--- config.mk ---
export PLATFORM = sky130hd
export DESIGN_NAME = acrp_top
export DESIGN_NICKNAME = d
export VERILOG_FILES = /design/src/include/acrp_pkg.sv /design/src/rtl/acrp_fifo.sv /design/src/rtl/acrp_top.sv
export SDC_FILE = /design/constraint.sdc
export NUM_CORES = 1
export LEC_CHECK = 0
export ABC_AREA = 1
export BUFFER_PORTS_ARGS = -buffer_cell sky130_fd_sc_hd__clkbuf_2
export CORE_MARGIN = 3
export CORE_UTILIZATION = 50
export DETAILED_ROUTE_END_ITERATION = 10
export PLACE_DENSITY = 0.81
export SLEW_MARGIN = 20
export SYNTH_ARGS = -nofsm -noshare
export SYNTH_HDL_FRONTEND = slang
export SYNTH_SLANG_ARGS = --single-unit
--- constraint.sdc ---
create_clock -name clk -period 3 [get_ports clk]
set_input_delay 0.15 -clock clk [delete_from_list [all_inputs] [get_ports clk]]
set_output_delay 0.15 -clock clk [all_outputs]
set_load 0.02 [all_outputs]
--- src/include/acrp_pkg.sv ---
/*
 * Constants and types shared by the codec routing and preset block.
 * Assumes a single 100 MHz clock domain; nothing else.
 */
`default_nettype none
package acrp_pkg;
   // ==========================================================
   // Register map
   // ==========================================================
   localparam logic [3:0] ADR_DEC_SRC = 4'h0;  // Decoder source select
   localparam logic [3:0] ADR_DEC_STAT = 4'h1; // Format, loudness value
   localparam logic [3:0] ADR_MD_SINK = 4'h2;  // Metadata sink port
   localparam logic [3:0] ADR_ENC_SEL = 4'h3;  // Four encoder selectors
   localparam logic [3:0] ADR_MD_SRC = 4'h4;   // Metadata origin
   localparam logic [3:0] ADR_ENC_VAR = 4'h5;  // Encoder variant (RO)
   localparam logic [3:0] ADR_PRESET = 4'h6;   // Preset command
   localparam logic [3:0] ADR_PRE_STAT = 4'h7; // Preset lamps / valid
   localparam logic [3:0] ADR_FIFO = 4'h8;     // Metadata word FIFO read

   // ==========================================================
   // Field positions and widths
   // ==========================================================
   localparam int SEL_W = 4;             // Decoder source code width
   localparam int PAIR_W = 3;            // Mixer pair code width
   localparam int PORT_W = 2;            // Serial port index width
   localparam int NPORT = 4;             // Serial ports
   localparam int NENC = 4;              // Encoder pair inputs
   localparam int NSLOT = 5;             // Preset slots
   localparam int SLOT_W = 3;            // Slot number width
   localparam int DN_W = 5;              // Loudness value width
   localparam int CFG_W = 24;            // Saved configuration width
   localparam int MD_W = 8;              // Metadata word width
   localparam int FIFO_D = 8;            // Metadata FIFO depth
   localparam int PRE_SAVE_BIT = 3;      // Save flag in preset command
   localparam int CHMAX_CONS = 6;        // Consumer format channel cap
   localparam int CHMAX_BCST = 8;        // Broadcast format channel cap

   // Decoder sources: codes 0..7 embedded pairs, 8..15 digital pairs
   localparam logic [SEL_W-1:0] SRC_AES_13 = 4'he;  // Pair 13/14
   localparam logic [SEL_W-1:0] SRC_AES_15 = 4'hf;  // Pair 15/16
   localparam logic [SEL_W-1:0] DEC_SRC_RST = 4'h0;

   // Metadata origin: 0..3 serial ports, 4 decoder
   localparam logic [2:0] MDS_DECODER = 3'h4;

   // ==========================================================
   // Enumerations
   // ==========================================================
   typedef enum logic [2:0] {
      ACRP_FMT_NONE, ACRP_FMT_BCST, ACRP_FMT_CONS,
      ACRP_FMT_PCM, ACRP_FMT_UNK
   } acrp_fmt_t;

   typedef enum logic [1:0] {
      ACRP_ENC_NONE, ACRP_ENC_BCST, ACRP_ENC_CONS
   } acrp_enc_t;
endpackage
`default_nettype wire

--- src/rtl/acrp_fifo.sv ---
/*
 * Small synchronous FIFO with valid/ready on both sides.
 * Assumes one clock and an asynchronous active-high reset.
 */
`timescale 1ns/1ps
`default_nettype none
module acrp_fifo #(
   parameter int W = 8,
   parameter int D = 8
) (
   input wire logic clk,
   input wire logic sys_rst,
   input wire logic [W-1:0] in_data,
   input wire logic in_valid,
   output logic in_ready,
   output logic [W-1:0] out_data,
   output logic out_valid,
   input wire logic out_ready
);
   localparam int AW = $clog2(D);
   logic [W-1:0] mem [D];           // Storage words
   logic [AW-1:0] wp_r, rp_r;       // Pointers
   logic [AW:0] cnt_r;              // Fill count
   logic push, pop;

   assign in_ready = (cnt_r != (AW+1)'(D));
   assign out_valid = (cnt_r != '0);
   assign out_data = mem[rp_r];
   assign push = in_valid && in_ready;
   assign pop = out_valid && out_ready;

   // ==========================================================
   // Pointer and count update
   // ==========================================================
   always_ff @(posedge clk or posedge sys_rst) begin
      if (sys_rst) begin
         wp_r <= '0;
         rp_r <= '0;
         cnt_r <= '0;
      end else begin
         if (push) begin
            wp_r <= (wp_r == AW'(D-1)) ? '0 : wp_r + 1'b1;
         end
         if (pop) begin
            rp_r <= (rp_r == AW'(D-1)) ? '0 : rp_r + 1'b1;
         end
         cnt_r <= cnt_r + (AW+1)'(push) - (AW+1)'(pop);
      end
   end

   // Storage write, no reset needed
   always_ff @(posedge clk) begin
      if (push) begin
         mem[wp_r] <= in_data;
      end
   end
endmodule
`default_nettype wire

--- src/rtl/acrp_top.sv ---
/*
 * Codec routing, metadata steering, status and preset store.
 * Assumes a plain register port on the system clock; codec cores,
 * mixer and serial ports sit outside and talk through plain ports.
 */
// Behaviour
// Decoder takes one of sixteen pairs
// Reduced variant drops digital pairs 13-16
// Only one compressed stream decoded
// Format report: broadcast, consumer, PCM, none, unknown
// Decoder output capped at six or eight
// Decoder metadata goes to one serial port
// Port used only when strapped for data
// Loudness value comes from decoded stream
// Four encoder pair inputs, one stream
// Each selector picks a mixer pair
// Encoder channel cap six or eight
// Read-only encoder variant report
// Encoder metadata from ports or decoder
// Decoder metadata always offered to encoder
// Save stores configuration, lights slot
// Recall of filled slot loads and lights
// Recall of empty slot changes nothing; here it leaves the configuration but clears all slot lamps
`timescale 1ns/1ps
`default_nettype none
module acrp_top #(
   parameter bit REDUCED = 1'b0    // Reduced connector variant
) (
   input wire logic clk,
   input wire logic sys_rst,

   // Register port
   input wire logic [3:0] reg_addr,
   input wire logic [31:0] reg_wdata,
   input wire logic reg_wr,
   input wire logic reg_rd,
   output logic [31:0] reg_rdata,

   // Decoder side
   input wire logic dec_fmt_valid,
   input wire logic [2:0] dec_fmt,
   input wire logic [4:0] dec_loud,
   input wire logic dec_loud_valid,
   input wire logic [7:0] dec_md_data,
   input wire logic dec_md_valid,
   output logic dec_md_ready,
   output logic [3:0] dec_src,
   output logic [3:0] dec_chmax,

   // Encoder side
   input wire logic [1:0] enc_variant,
   output logic [11:0] enc_pair_sel,
   output logic [3:0] enc_chmax,
   output logic [2:0] enc_md_src,
   output logic [7:0] enc_md_data,
   output logic enc_md_valid,

   // Serial ports
   input wire logic [3:0] ser_data_strap,
   output logic [3:0] ser_md_en,
   output logic [7:0] ser_md_data,
   output logic ser_md_valid,
   input wire logic ser_md_ready
);
   // ==========================================================
   // State
   // ==========================================================
   typedef struct packed {
      logic [3:0] dec_src;          // Decoder source
      logic [1:0] sink;             // Metadata sink port
      logic [11:0] enc_sel;         // Four mixer pair codes
      logic [2:0] md_src;           // Metadata origin
      logic [2:0] fmt;              // Latched format report
      logic [4:0] loud;             // Latched loudness value
      logic [4:0] lamp;             // Slot indicators
      logic [4:0] full;             // Slot holds data
      logic [31:0] rdata;           // Read data
      logic [3:0] dec_chmax;
      logic [3:0] enc_chmax;
      logic [3:0] ser_en;
      logic [7:0] ser_d;
      logic ser_v;
      logic [7:0] enc_d;
      logic enc_v;
   } acrp_st_t;

   acrp_st_t st_r, st_nxt;
   logic [23:0] slot_mem_r [5];     // Preset store
   logic [23:0] cur_cfg;            // Active configuration word
   logic [7:0] f_data;
   logic f_valid, f_ready, f_in_ready;
   logic pre_save, pre_hit;
   logic [2:0] pre_slot;

   // Channel cap for a coded format
   function automatic logic [3:0] chcap(input logic [2:0] f);
      if (f == 3'(acrp_pkg::ACRP_FMT_BCST)) begin
         chcap = 4'(acrp_pkg::CHMAX_BCST);
      end else if (f == 3'(acrp_pkg::ACRP_FMT_CONS)) begin
         chcap = 4'(acrp_pkg::CHMAX_CONS);
      end else begin
         chcap = 4'h0;
      end
   endfunction

   // Legal decoder source for this variant
   function automatic logic src_ok(input logic [3:0] s);
      src_ok = !(REDUCED && (s == acrp_pkg::SRC_AES_13 ||
                             s == acrp_pkg::SRC_AES_15));
   endfunction

   // Slot word: source, sink, selectors, origin, spare
   assign cur_cfg = {st_r.dec_src, st_r.sink, st_r.enc_sel,
                     st_r.md_src, 3'h0};
   // Preset command: save flag and slot number
   assign pre_save = reg_wdata[acrp_pkg::PRE_SAVE_BIT];
   assign pre_slot = reg_wdata[2:0];
   assign pre_hit = reg_wr && reg_addr == acrp_pkg::ADR_PRESET &&
                    pre_slot < 3'(acrp_pkg::NSLOT);

   // ==========================================================
   // Decoder metadata FIFO, drained to serial port and encoder
   // ==========================================================
   acrp_fifo #(.W(acrp_pkg::MD_W), .D(acrp_pkg::FIFO_D)) u_fifo (
      .clk(clk),
      .sys_rst(sys_rst),
      .in_data(dec_md_data),
      .in_valid(dec_md_valid),
      .in_ready(f_in_ready),
      .out_data(f_data),
      .out_valid(f_valid),
      .out_ready(f_ready)
   );

   // Stall only when a strapped sink port is busy
   assign f_ready = !st_r.ser_v || ser_md_ready || !(|st_r.ser_en);

   // ==========================================================
   // Next state
   // ==========================================================
   always_comb begin
      st_nxt = st_r;
      st_nxt.rdata = 32'h0;

      // Register writes
      if (reg_wr) begin
         unique case (reg_addr)
            acrp_pkg::ADR_DEC_SRC: begin
               // Single source; illegal reduced codes ignored
               if (src_ok(reg_wdata[3:0])) begin
                  st_nxt.dec_src = reg_wdata[3:0];
               end
            end
            acrp_pkg::ADR_MD_SINK: begin
               st_nxt.sink = reg_wdata[1:0];
            end
            acrp_pkg::ADR_ENC_SEL: begin
               st_nxt.enc_sel = reg_wdata[11:0];
            end
            acrp_pkg::ADR_MD_SRC: begin
               // Five legal origins, others ignored
               if (reg_wdata[2:0] <= acrp_pkg::MDS_DECODER) begin
                  st_nxt.md_src = reg_wdata[2:0];
               end
            end
            default: begin
            end
         endcase
      end

      // Preset save or recall
      if (pre_hit) begin
         if (pre_save) begin
            st_nxt.full[pre_slot] = 1'b1;
            st_nxt.lamp = 5'h0;
            st_nxt.lamp[pre_slot] = 1'b1;
         end else if (st_r.full[pre_slot]) begin
            st_nxt.lamp = 5'h0;
            st_nxt.lamp[pre_slot] = 1'b1;
            st_nxt.dec_src = slot_mem_r[pre_slot][23:20];
            st_nxt.sink = slot_mem_r[pre_slot][19:18];
            st_nxt.enc_sel = slot_mem_r[pre_slot][17:6];
            st_nxt.md_src = slot_mem_r[pre_slot][5:3];
         end else begin
            st_nxt.lamp = 5'h0;
         end
      end

      // Status from decoder stream
      if (dec_fmt_valid) begin
         st_nxt.fmt = (dec_fmt > 3'(acrp_pkg::ACRP_FMT_UNK)) ?
                      3'(acrp_pkg::ACRP_FMT_UNK) : dec_fmt;
      end
      if (dec_loud_valid) begin
         st_nxt.loud = dec_loud;
      end

      // Channel caps follow the latched format and variant
      st_nxt.dec_chmax = chcap(st_r.fmt);
      st_nxt.enc_chmax = chcap(3'(enc_variant));

      // Sink enabled only on a data-strapped port
      st_nxt.ser_en = 4'h0;
      st_nxt.ser_en[st_r.sink] = ser_data_strap[st_r.sink];

      // Serial sink output register
      if (st_r.ser_v && ser_md_ready) begin
         st_nxt.ser_v = 1'b0;
      end
      if (f_valid && f_ready && |st_r.ser_en) begin
         st_nxt.ser_d = f_data;
         st_nxt.ser_v = 1'b1;
      end

      // Encoder always sees decoder words
      st_nxt.enc_v = f_valid && f_ready;
      st_nxt.enc_d = f_data;

      // Register reads
      if (reg_rd) begin
         unique case (reg_addr)
            acrp_pkg::ADR_DEC_SRC: st_nxt.rdata = 32'(st_r.dec_src);
            acrp_pkg::ADR_DEC_STAT: begin
               st_nxt.rdata = {19'h0, st_r.loud, 5'h0, st_r.fmt};
            end
            acrp_pkg::ADR_MD_SINK: st_nxt.rdata = 32'(st_r.sink);
            acrp_pkg::ADR_ENC_SEL: st_nxt.rdata = 32'(st_r.enc_sel);
            acrp_pkg::ADR_MD_SRC: st_nxt.rdata = 32'(st_r.md_src);
            acrp_pkg::ADR_ENC_VAR: begin
               st_nxt.rdata = 32'(enc_variant);
            end
            acrp_pkg::ADR_PRE_STAT: begin
               st_nxt.rdata = {22'h0, st_r.full, st_r.lamp};
            end
            acrp_pkg::ADR_FIFO: begin
               st_nxt.rdata = {23'h0, f_in_ready, f_data};
            end
            default: st_nxt.rdata = 32'h0;
         endcase
      end
   end

   // ==========================================================
   // State register
   // ==========================================================
   always_ff @(posedge clk or posedge sys_rst) begin
      if (sys_rst) begin
         // Decoder is the metadata origin out of reset
         st_r <= '0;
         st_r.md_src <= acrp_pkg::MDS_DECODER;
      end else begin
         st_r <= st_nxt;
      end
   end

   // Preset store write
   always_ff @(posedge clk) begin
      if (pre_hit && pre_save) begin
         slot_mem_r[pre_slot] <= cur_cfg;
      end
   end

   // ==========================================================
   // Outputs
   // ==========================================================
   // Register port
   assign reg_rdata = st_r.rdata;

   // Decoder side
   assign dec_md_ready = f_in_ready;
   assign dec_src = st_r.dec_src;
   assign dec_chmax = st_r.dec_chmax;

   // Encoder side
   assign enc_pair_sel = st_r.enc_sel;
   assign enc_chmax = st_r.enc_chmax;
   assign enc_md_src = st_r.md_src;
   assign enc_md_data = st_r.enc_d;
   assign enc_md_valid = st_r.enc_v;

   // Serial ports
   assign ser_md_en = st_r.ser_en;
   assign ser_md_data = st_r.ser_d;
   assign ser_md_valid = st_r.ser_v;

   // ==========================================================
   // Checks
   // ==========================================================
   property p_src_legal;
      @(posedge clk) disable iff (sys_rst)
         REDUCED |-> !(dec_src == acrp_pkg::SRC_AES_13 ||
                       dec_src == acrp_pkg::SRC_AES_15);
   endproperty
   a_src_legal: assert property (p_src_legal)
      else $error("reduced variant routed a dropped pair");

   property p_src_write;
      @(posedge clk) disable iff (sys_rst)
         (reg_wr && reg_addr == acrp_pkg::ADR_DEC_SRC &&
          src_ok(reg_wdata[3:0]) && !pre_hit)
         |=> dec_src == $past(reg_wdata[3:0]);
   endproperty
   a_src_write: assert property (p_src_write)
      else $error("decoder source not taken");

   property p_dec_cap;
      @(posedge clk) disable iff (sys_rst)
         ##1 dec_chmax == chcap($past(st_r.fmt));
   endproperty
   a_dec_cap: assert property (p_dec_cap)
      else $error("decoder channel cap wrong");

   property p_strap;
      @(posedge clk) disable iff (sys_rst)
         |ser_md_en |-> |(ser_md_en & $past(ser_data_strap));
   endproperty
   a_strap: assert property (p_strap)
      else $error("metadata sent to unstrapped port");

   property p_one_port;
      @(posedge clk) disable iff (sys_rst)
         $onehot0(ser_md_en);
   endproperty
   a_one_port: assert property (p_one_port)
      else $error("more than one sink port enabled");

   property p_loud;
      @(posedge clk) disable iff (sys_rst)
         dec_loud_valid |=> st_r.loud == $past(dec_loud);
   endproperty
   a_loud: assert property (p_loud)
      else $error("loudness value not from stream");

   property p_enc_md;
      @(posedge clk) disable iff (sys_rst)
         (f_valid && f_ready) |=> enc_md_valid;
   endproperty
   a_enc_md: assert property (p_enc_md)
      else $error("encoder lost decoder metadata");

   property p_empty;
      @(posedge clk) disable iff (sys_rst)
         (pre_hit && !pre_save && !st_r.full[pre_slot])
         |=> $stable(cur_cfg) && st_r.lamp == 5'h0;
   endproperty
   a_empty: assert property (p_empty)
      else $error("empty slot recall changed state");

   property p_save;
      @(posedge clk) disable iff (sys_rst)
         (pre_hit && pre_save) |=> st_r.full[$past(pre_slot)] &&
                                  st_r.lamp[$past(pre_slot)];
   endproperty
   a_save: assert property (p_save)
      else $error("save did not mark slot");

   property p_fmt_range;
      @(posedge clk) disable iff (sys_rst)
         dec_fmt_valid |=> st_r.fmt <= 3'(acrp_pkg::ACRP_FMT_UNK);
   endproperty
   a_fmt_range: assert property (p_fmt_range)
      else $error("format report out of range");

   property p_recall;
      @(posedge clk) disable iff (sys_rst)
         (pre_hit && !pre_save && st_r.full[pre_slot]) |=>
            cur_cfg == $past(slot_mem_r[pre_slot]) && $onehot(st_r.lamp);
   endproperty
   a_recall: assert property (p_recall)
      else $error("recall did not load the slot");
endmodule
`default_nettype wire

==> results.yml, run 1 <==
pwr:
  peakVddDrop_mv: 0.591
  power_w: 0.0106
  power-per-cell-area_nw_per_um2: 805
  power_leakage_nw: 5.86
finish:
  stdcell_count: 1522
  fin_nets: 1297
  diodes: 0
  drive_gt1_share_pct: 16.0
  postLayoutCoreUtil_pct: 59.8
  area_growth_syn_to_layout_pct: 16.1
  fillers: 1696
clocking:
  cts_root_buf: "clkbuf_16"
  insertion_delay_ns: 0.55
  cts_tree: "built"
  numCtsBuffers: 28
  path_clk_slew_ns: 0.07
  htree_levels: 1
  cts_setup_buffers: 0
  cts.path.max_buffers: 3
  cts.sinks: 257
sta:
  fin_tns_setup_ns: 0
  hold_viol_final: 0
  fin_skew_ns: 0.0225
  finalCriticalPeriod_ns: 2.09
  fmax_mhz: 478
  max-slew-margin-rel_pct: 36.3
  worst_slack_ns: 0.909
  rsz0062_at_grt: "no"
  worst_pin_slew_ns: 0.951
  final-setup-viol-count: 0
  drv_slew: 0
  fin_crit_sh_pct: 69.7
routing:
  met3WireLength_um: 2290
  routed_wl_um: 28000
  dr_wl_met2_um: 13800
  top_layer: "met5"
  drtPass1Iterations: 6
  wl_met1_um: 10800
  vias_per_cell: 5.34
  drtAntennaViolNets: 0
  drcViolationCount: 0
  dr.first_iter.drc_count: 781
  via_count: 8132
  wl_per_cell_um: 18.4
die:
  io_pins: 148
  dieArea_um2: 24500
  die_w_um: 157
  initial_utilization_pct: 51.5
  coreArea_um2: 22000
  die_h_um: 157
  floorplan.rows: 54
yosys:
  synth-simple-area-share_pct: 19.8
  synth_cells: 1108
  synth-xor-area-share_pct: 0.154
  syn_area_um2: 11300
  yosysWarnings: 0
  avgSynthCellArea_um2: 10.2
  seq_area_frac_synth_pct: 64.2
  synth_compound_area_share_pct: 3.94
  synthMuxAreaShare_pct: 0.199
  synth_top_family_by_area: "simple AND/OR/NAND/NOR gates"
  synth_fa_ha_area_share_pct: 1.28
  ys_seq_elements: 257
  ys_types: 39
global_routing:
  grt_overflow: 0
  grt_max_degree: 89
  grt_pass1_vias: 8112
  grt_use_total_pct: 22.6
  grt_pass1_wl_um: 42800
  antenna_found_initial: 2
setup_path:
  required_ns: 3.17
  timing.rr.end: "u_fifo.mem[2][2]"
  reg2reg_depth: 7
  r2r_slack_ns: 0.91
  end_kind: "flip-flop"
  timing.rr.start: "u_fifo.cnt_r[2]"
  path_max_fanout: 8
  crit_type: "flip-flop to flip-flop"
  start_kind: "flip-flop"
  cp_data_arrival_time_ns: 2.27
flow_run:
  cap_violations: 0
placed_design:
  io_buffer_count: 106
  dp_cells: 1421
  dp_hpwl_um: 17200
  place_congestion: 0.962
  place_ws_ns: 0.900
min_path:
  min_to: "st_r[63]"
  holdCritStartpoint: "reg_wdata[3]"
  hp-class: "input pin to flip-flop"
  min_path_cells: 3
run_status:
  status: "finished, final reports clean"
-- placed cells by master, fill, tap and decap left out, drive strengths merged --
cell type and instances:
fa 1, dfstp 1, inv 104, xor2 1
nor3 5, clkinvlp 3, clkbuf 138, o22ai 5
dfrtp 87, clkinv 12, o21ai 57, nand2 320
mux2 2, nand4 21, or2 3, nand3 92
buf 23, xnor2 1, nor2 86, bufinv 4
o221ai 1, and3 1, o211ai 3, nand3b 1
dlygate4sd3 49, edfxtp 169, a21oi 19, conb 21
nor3b 2, ha 10
-- synth_stat cells (all sizes together) --
cell type / count / share of area, %
dfstp: 1 / 0.23
clkbuf: 11 / 0.36
mux2: 2 / 0.20
nor3: 5 / 0.26
nand3b: 1 / 0.066
o221ai: 1 / 0.077
nor2: 86 / 3.1
nor3b: 2 / 0.13
inv: 100 / 3.3
xnor2: 1 / 0.077
nand2: 320 / 11
o21ai: 57 / 2.5
dfrtp: 87 / 19
nand4: 21 / 1.2
or2: 3 / 0.17
ha: 10 / 1.1
a21oi: 19 / 0.84
xor2: 1 / 0.077
and3: 1 / 0.055
conb: 1 / 0.033
clkinv: 3 / 0.099
o211ai: 3 / 0.20
edfxtp: 169 / 45
buf: 105 / 6.6
fa: 1 / 0.18
o22ai: 5 / 0.28
nand3: 92 / 4.2
-- kinds of logic (layout without fill, tap and decap cells) --
logic type	count (synthesis)	count (layout)
AND/OR/NAND/NOR	531	531
other	1	21
XOR/XNOR	2	2
adder cells (fa/ha/maj)	11	11
AO/OA/AOI/OAI	85	85
multiplexers	2	2
flip-flops	257	257
buffers and inverters	219	333
-- layer usage --
metal / GRT usage [%] / vias to the layer above
met5: 0 / -
met4: 9.55 / 2
met3: 4.87 / 92
met2: 38.3 / 383
met1: 28.3 / 3868
li1: - / 3787
-- worst max-delay path, stage by stage (launching register included) --
cell     delay [ns]
dfrtp_1        0.34
inv_1          0.07
ha_1           0.20
nand2_1        0.14
nand2_1        0.11
inv_1          0.15
nand2_1        0.13
nor2_1         0.58
-- cell type report --
type | instances | area [µm²] | area share (%)
multi-input combinational | 652 | 2970 | 22.6
timing repair buffer | 178 | 1220 | 9.26
sequential | 257 | 7280 | 55.3
clock inverter | 20 | 245 | 1.86
clock buffer | 32 | 716 | 5.44
inverter | 103 | 389 | 2.96
tap | 280 | 350 | 2.66
-- stage by stage --
stage,area [µm²],hold slack (ns)
after floorplan,11400,0.215
after global placement,11700,0.280
after detailed placement,11700,0.287
after CTS,13200,0.0694
after global routing,13200,0.0818
final,13200,0.0733
-- how the worst max path moves through the flow --
stage | to | from | slack [ns] | cells past startpoint
after floorplan | cur_cfg[18] | sys_rst | 0.57 | 1
after global placement | slot_mem_r[1][1] | reg_wdata[2] | 0.92 | 7
after detailed placement | slot_mem_r[1][1] | reg_wdata[2] | 0.90 | 7
after CTS | u_fifo.mem[2][3] | u_fifo.cnt_r[2] | 0.90 | 7
after global routing | u_fifo.mem[2][7] | u_fifo.cnt_r[2] | 0.74 | 7
final | u_fifo.mem[2][2] | u_fifo.cnt_r[2] | 0.91 | 7
-- power breakdown --
| part | internal (W) | total, W | switching [W] |
|---|---|---|---|
| sequential | 0.00431 | 0.00464 | 0.000333 |
| combinational | 0.000761 | 0.00242 | 0.00166 |
| clock | 0.00209 | 0.00354 | 0.00145 |
-- sequential cells by signal (all words and copies together) (netlist names), 2 cells and up --
signal	flops
cur_cfg	2
enc_chmax	2
enc_md_data	8
slot_mem_r	105
ser_md_data	8
enc_md_src	3
u_fifo.cnt_r	4
reg_rdata	13
u_fifo.wp_r	3
enc_pair_sel	12
st_r	18
u_fifo.mem	64
ser_md_en	4
u_fifo.rp_r	3
dec_src	4
dec_chmax	2
-- what timing repair did --
| item | 4_1_cts | 5_1_grt |
|---|---|---|
| hold buffers | 49 | 0 |
| gates resized for setup | 0 | 0 |
| hold endpoints to repair | 176 | 0 |
(Power assumes the default switching activity.)
==> run 2: changes to the inputs <==
--- a/config.mk
+++ b/config.mk
@@ -10,7 +10,7 @@
 export CORE_MARGIN = 3
 export CORE_UTILIZATION = 50
 export DETAILED_ROUTE_END_ITERATION = 10
-export PLACE_DENSITY = 0.81
+export PLACE_DENSITY = 0.83
 export SLEW_MARGIN = 20
 export SYNTH_ARGS = -nofsm -noshare
 export SYNTH_HDL_FRONTEND = slang
==> constraint.sdc (replaced) <==
create_clock -name clk -period 1.7 [get_ports clk]
set_input_delay 0.085 -clock clk [delete_from_list [all_inputs] [get_ports clk]]
set_output_delay 0.085 -clock clk [all_outputs]
set_load 0.02 [all_outputs]
==> run 2 against run 1 <==
  * The run now ends with setup timing left
  * Clock power rose by 62%
  * Combinational power rose by 110%
  * Clock skew fell by 0.0026 ns
  * Hold slack got worse by 0.051 ns
  * Worst setup slack got worse by 1.0 ns
  * Global-route usage rose by 0.45 points
  * Total power rose by 79%
  * Flip-flop and latch count did not move
  * First-iteration DRC count rose by 11%
==> results.yml, run 2 (same netlist as run 1, synthesis figures left out) <==
pwr:
  p_int_w: 0.0128
  power_leakage_nw: 6.04
  pwr-share-seq_pct: 42.8
  power-per-cell-area_nw_per_um2: 1390
  p_sw_w: 0.00618
  peakVddDrop_mv: 1.12
  pwr-share-comb_pct: 27.1
  switching_share_pct: 32.6
  power.share.clock_pct: 30.1
die:
  dieArea_um2: 24500
  coreArea_um2: 22000
  die_w_um: 157
  initial_utilization_pct: 51.5
  floorplan.rows: 54
  io_pins: 148
  die_h_um: 157
flow_run:
  cap_violations: 0
global_routing:
  grtUsageMet2_pct: 38.7
  use_met1_pct: 29.3
  grt_overflow: 0
  top_usage_layer: "met2"
  grtUsageMet3_pct: 4.20
  grt_use_total_pct: 23.1
  grt_pass1_vias: 8329
  antenna_found_initial: 1
  grt_pass1_wl_um: 43900
  grt_max_degree: 58
sta:
  worst_pin_slew_ns: 0.529
  worst_slack_ns: -0.141
  fin_tns_setup_ns: -0.338
  drv_slew: 0
  hold_viol_final: 0
  final-setup-viol-count: 23
  fmax_mhz: 543
  fin_skew_ns: 0.0199
  rsz0062_at_grt: "yes"
  finalCriticalPeriod_ns: 1.84
  max-slew-margin-rel_pct: 64.7
  fin_crit_sh_pct: 108
clocking:
  cts.sinks: 257
  htree_levels: 1
  path_clk_slew_ns: 0.07
  cts.path.max_buffers: 3
  numCtsBuffers: 26
  cts_tree: "built"
  cts_root_buf: "clkbuf_16"
  insertion_delay_ns: 0.54
run_status:
  violations: "setup timing"
  status: "finished, violations left"
finish:
  drive_gt1_share_pct: 19.5
  diodes: 0
  layout_common_cells: "nand2_1, edfxtp_1, clkbuf_2"
  fin_nets: 1329
  reg.largest.list: "slot_mem_r: 105 flops, u_fifo.mem: 64 flops, st_r: 18 flops"
  postLayoutCoreUtil_pct: 62.1
  largest-register: "slot_mem_r"
  final_common_cell: "nand2_1"
  largest_reg_flops: 105
  area_growth_syn_to_layout_pct: 20.5
  fillers: 1662
setup_path:
  crit_type: "flip-flop to flip-flop"
  end_kind: "flip-flop"
  critical_path.max_stage_delay_ns: 0.38
  crit_chain: "inv_1 -> ha_2 -> nand2_1 -> nand2_1 -> inv_2 -> ha_4 -> inv_2 -> ha_4 -> fa_2 -> xor2_1"
  critPathTopFamily: "adder cells"
  required_ns: 2.11
  start_kind: "flip-flop"
  crit_slowest_cell: "dfrtp_1"
  cp_data_arrival_time_ns: 2.25
  r2r_slack_ns: -0.14
  path_max_fanout: 2
  cp.buffers_inverters: 3
placed_design:
  dp_hpwl_um: 18300
  io_buffer_count: 106
  place_ws_ns: -0.187
  place_congestion: 0.924
routing:
  drtPass1Iterations: 5
  wl_per_cell_um: 18.4
  via_count: 8360
  vias_per_cell: 5.39
  drcViolationCount: 0
  routed_wl_um: 28600
  drtAntennaViolNets: 0
  dr.first_iter.drc_count: 869
min_path:
  hp-class: "input pin to asynchronous set/reset pin"
==> run 2: final cells by class <==
| type | count | area, µm² | share of cell area, % |
|---|---|---|---|
| clock buffer | 36 | 708 | 5.18 |
| inverter | 103 | 398 | 2.91 |
| clock inverter | 11 | 151 | 1.11 |
| sequential | 257 | 7280 | 53.2 |
| timing repair buffer | 212 | 1650 | 12.1 |
| tap | 280 | 350 | 2.56 |
| multi-input combinational | 652 | 3130 | 22.9 |
==> run 2: power by group through the flow <==
stage	combinational, W	sequential (W)	clock (W)
after floorplan	0.00339	0.00809	0
after global placement	0.00440	0.00820	0
after detailed placement	0.00461	0.00824	0
after CTS	0.00495	0.00812	0.00575
after global routing	0.00564	0.00821	0.00601
final	0.00513	0.00813	0.00572
==> run 2: timing repair <==
| item | CTS | global route |
|---|---|---|
| endpoints found under the hold margin | 178 | 2 |
| hold buffers | 49 | 1 |
| resized for setup | 26 | 20 |
| setup endpoints to repair | 68 | 53 |
| pin swaps | 5 | 2 |
| buffers inserted | 2 | 1 |
==> run 2: tightest hold or removal path, cell delays in order <==
cell and delay [ns]:
dlygate4sd3_1 0.53, clkbuf_2 0.12, clkinvlp_4 0.17
==> run 2: final timing paths <==
check / start / to / depth (start not counted)
max in group asynchronous: sys_rst / st_r[77] / 4
min in group clk: reg_wr / enc_pair_sel[9] / 5
max: u_fifo.cnt_r[3] / u_fifo.cnt_r[2] / 10
max reg2reg: u_fifo.cnt_r[3] / u_fifo.cnt_r[2] / 10
min: sys_rst / ser_md_en[1] / 3
min reg2reg: st_r[77] / dec_chmax[2] / 1
==> run 2: metrics by stage <==
step	power, W	area [µm²]	hold slack [ns]	std cells
global placement	0.0126	12100	0.0147	1454
floorplan	0.0115	11500	0.150	1128
global route	0.0199	13700	0.0376	1551
finish	0.0190	13700	0.0219	1551
CTS	0.0188	13600	0.0181	1552
detailed placement	0.0128	12100	0.0141	1454
==> run 2: metal layers <==
metal / share of wire [%] / wire length (µm) / vias to the layer above
met5: 0.045 / 13 / -
met4: 4.0 / 1150 / 2
met3: 8.5 / 2430 / 93
met2: 50 / 14200 / 425
met1: 38 / 10800 / 4005
li1: - / - / 3835
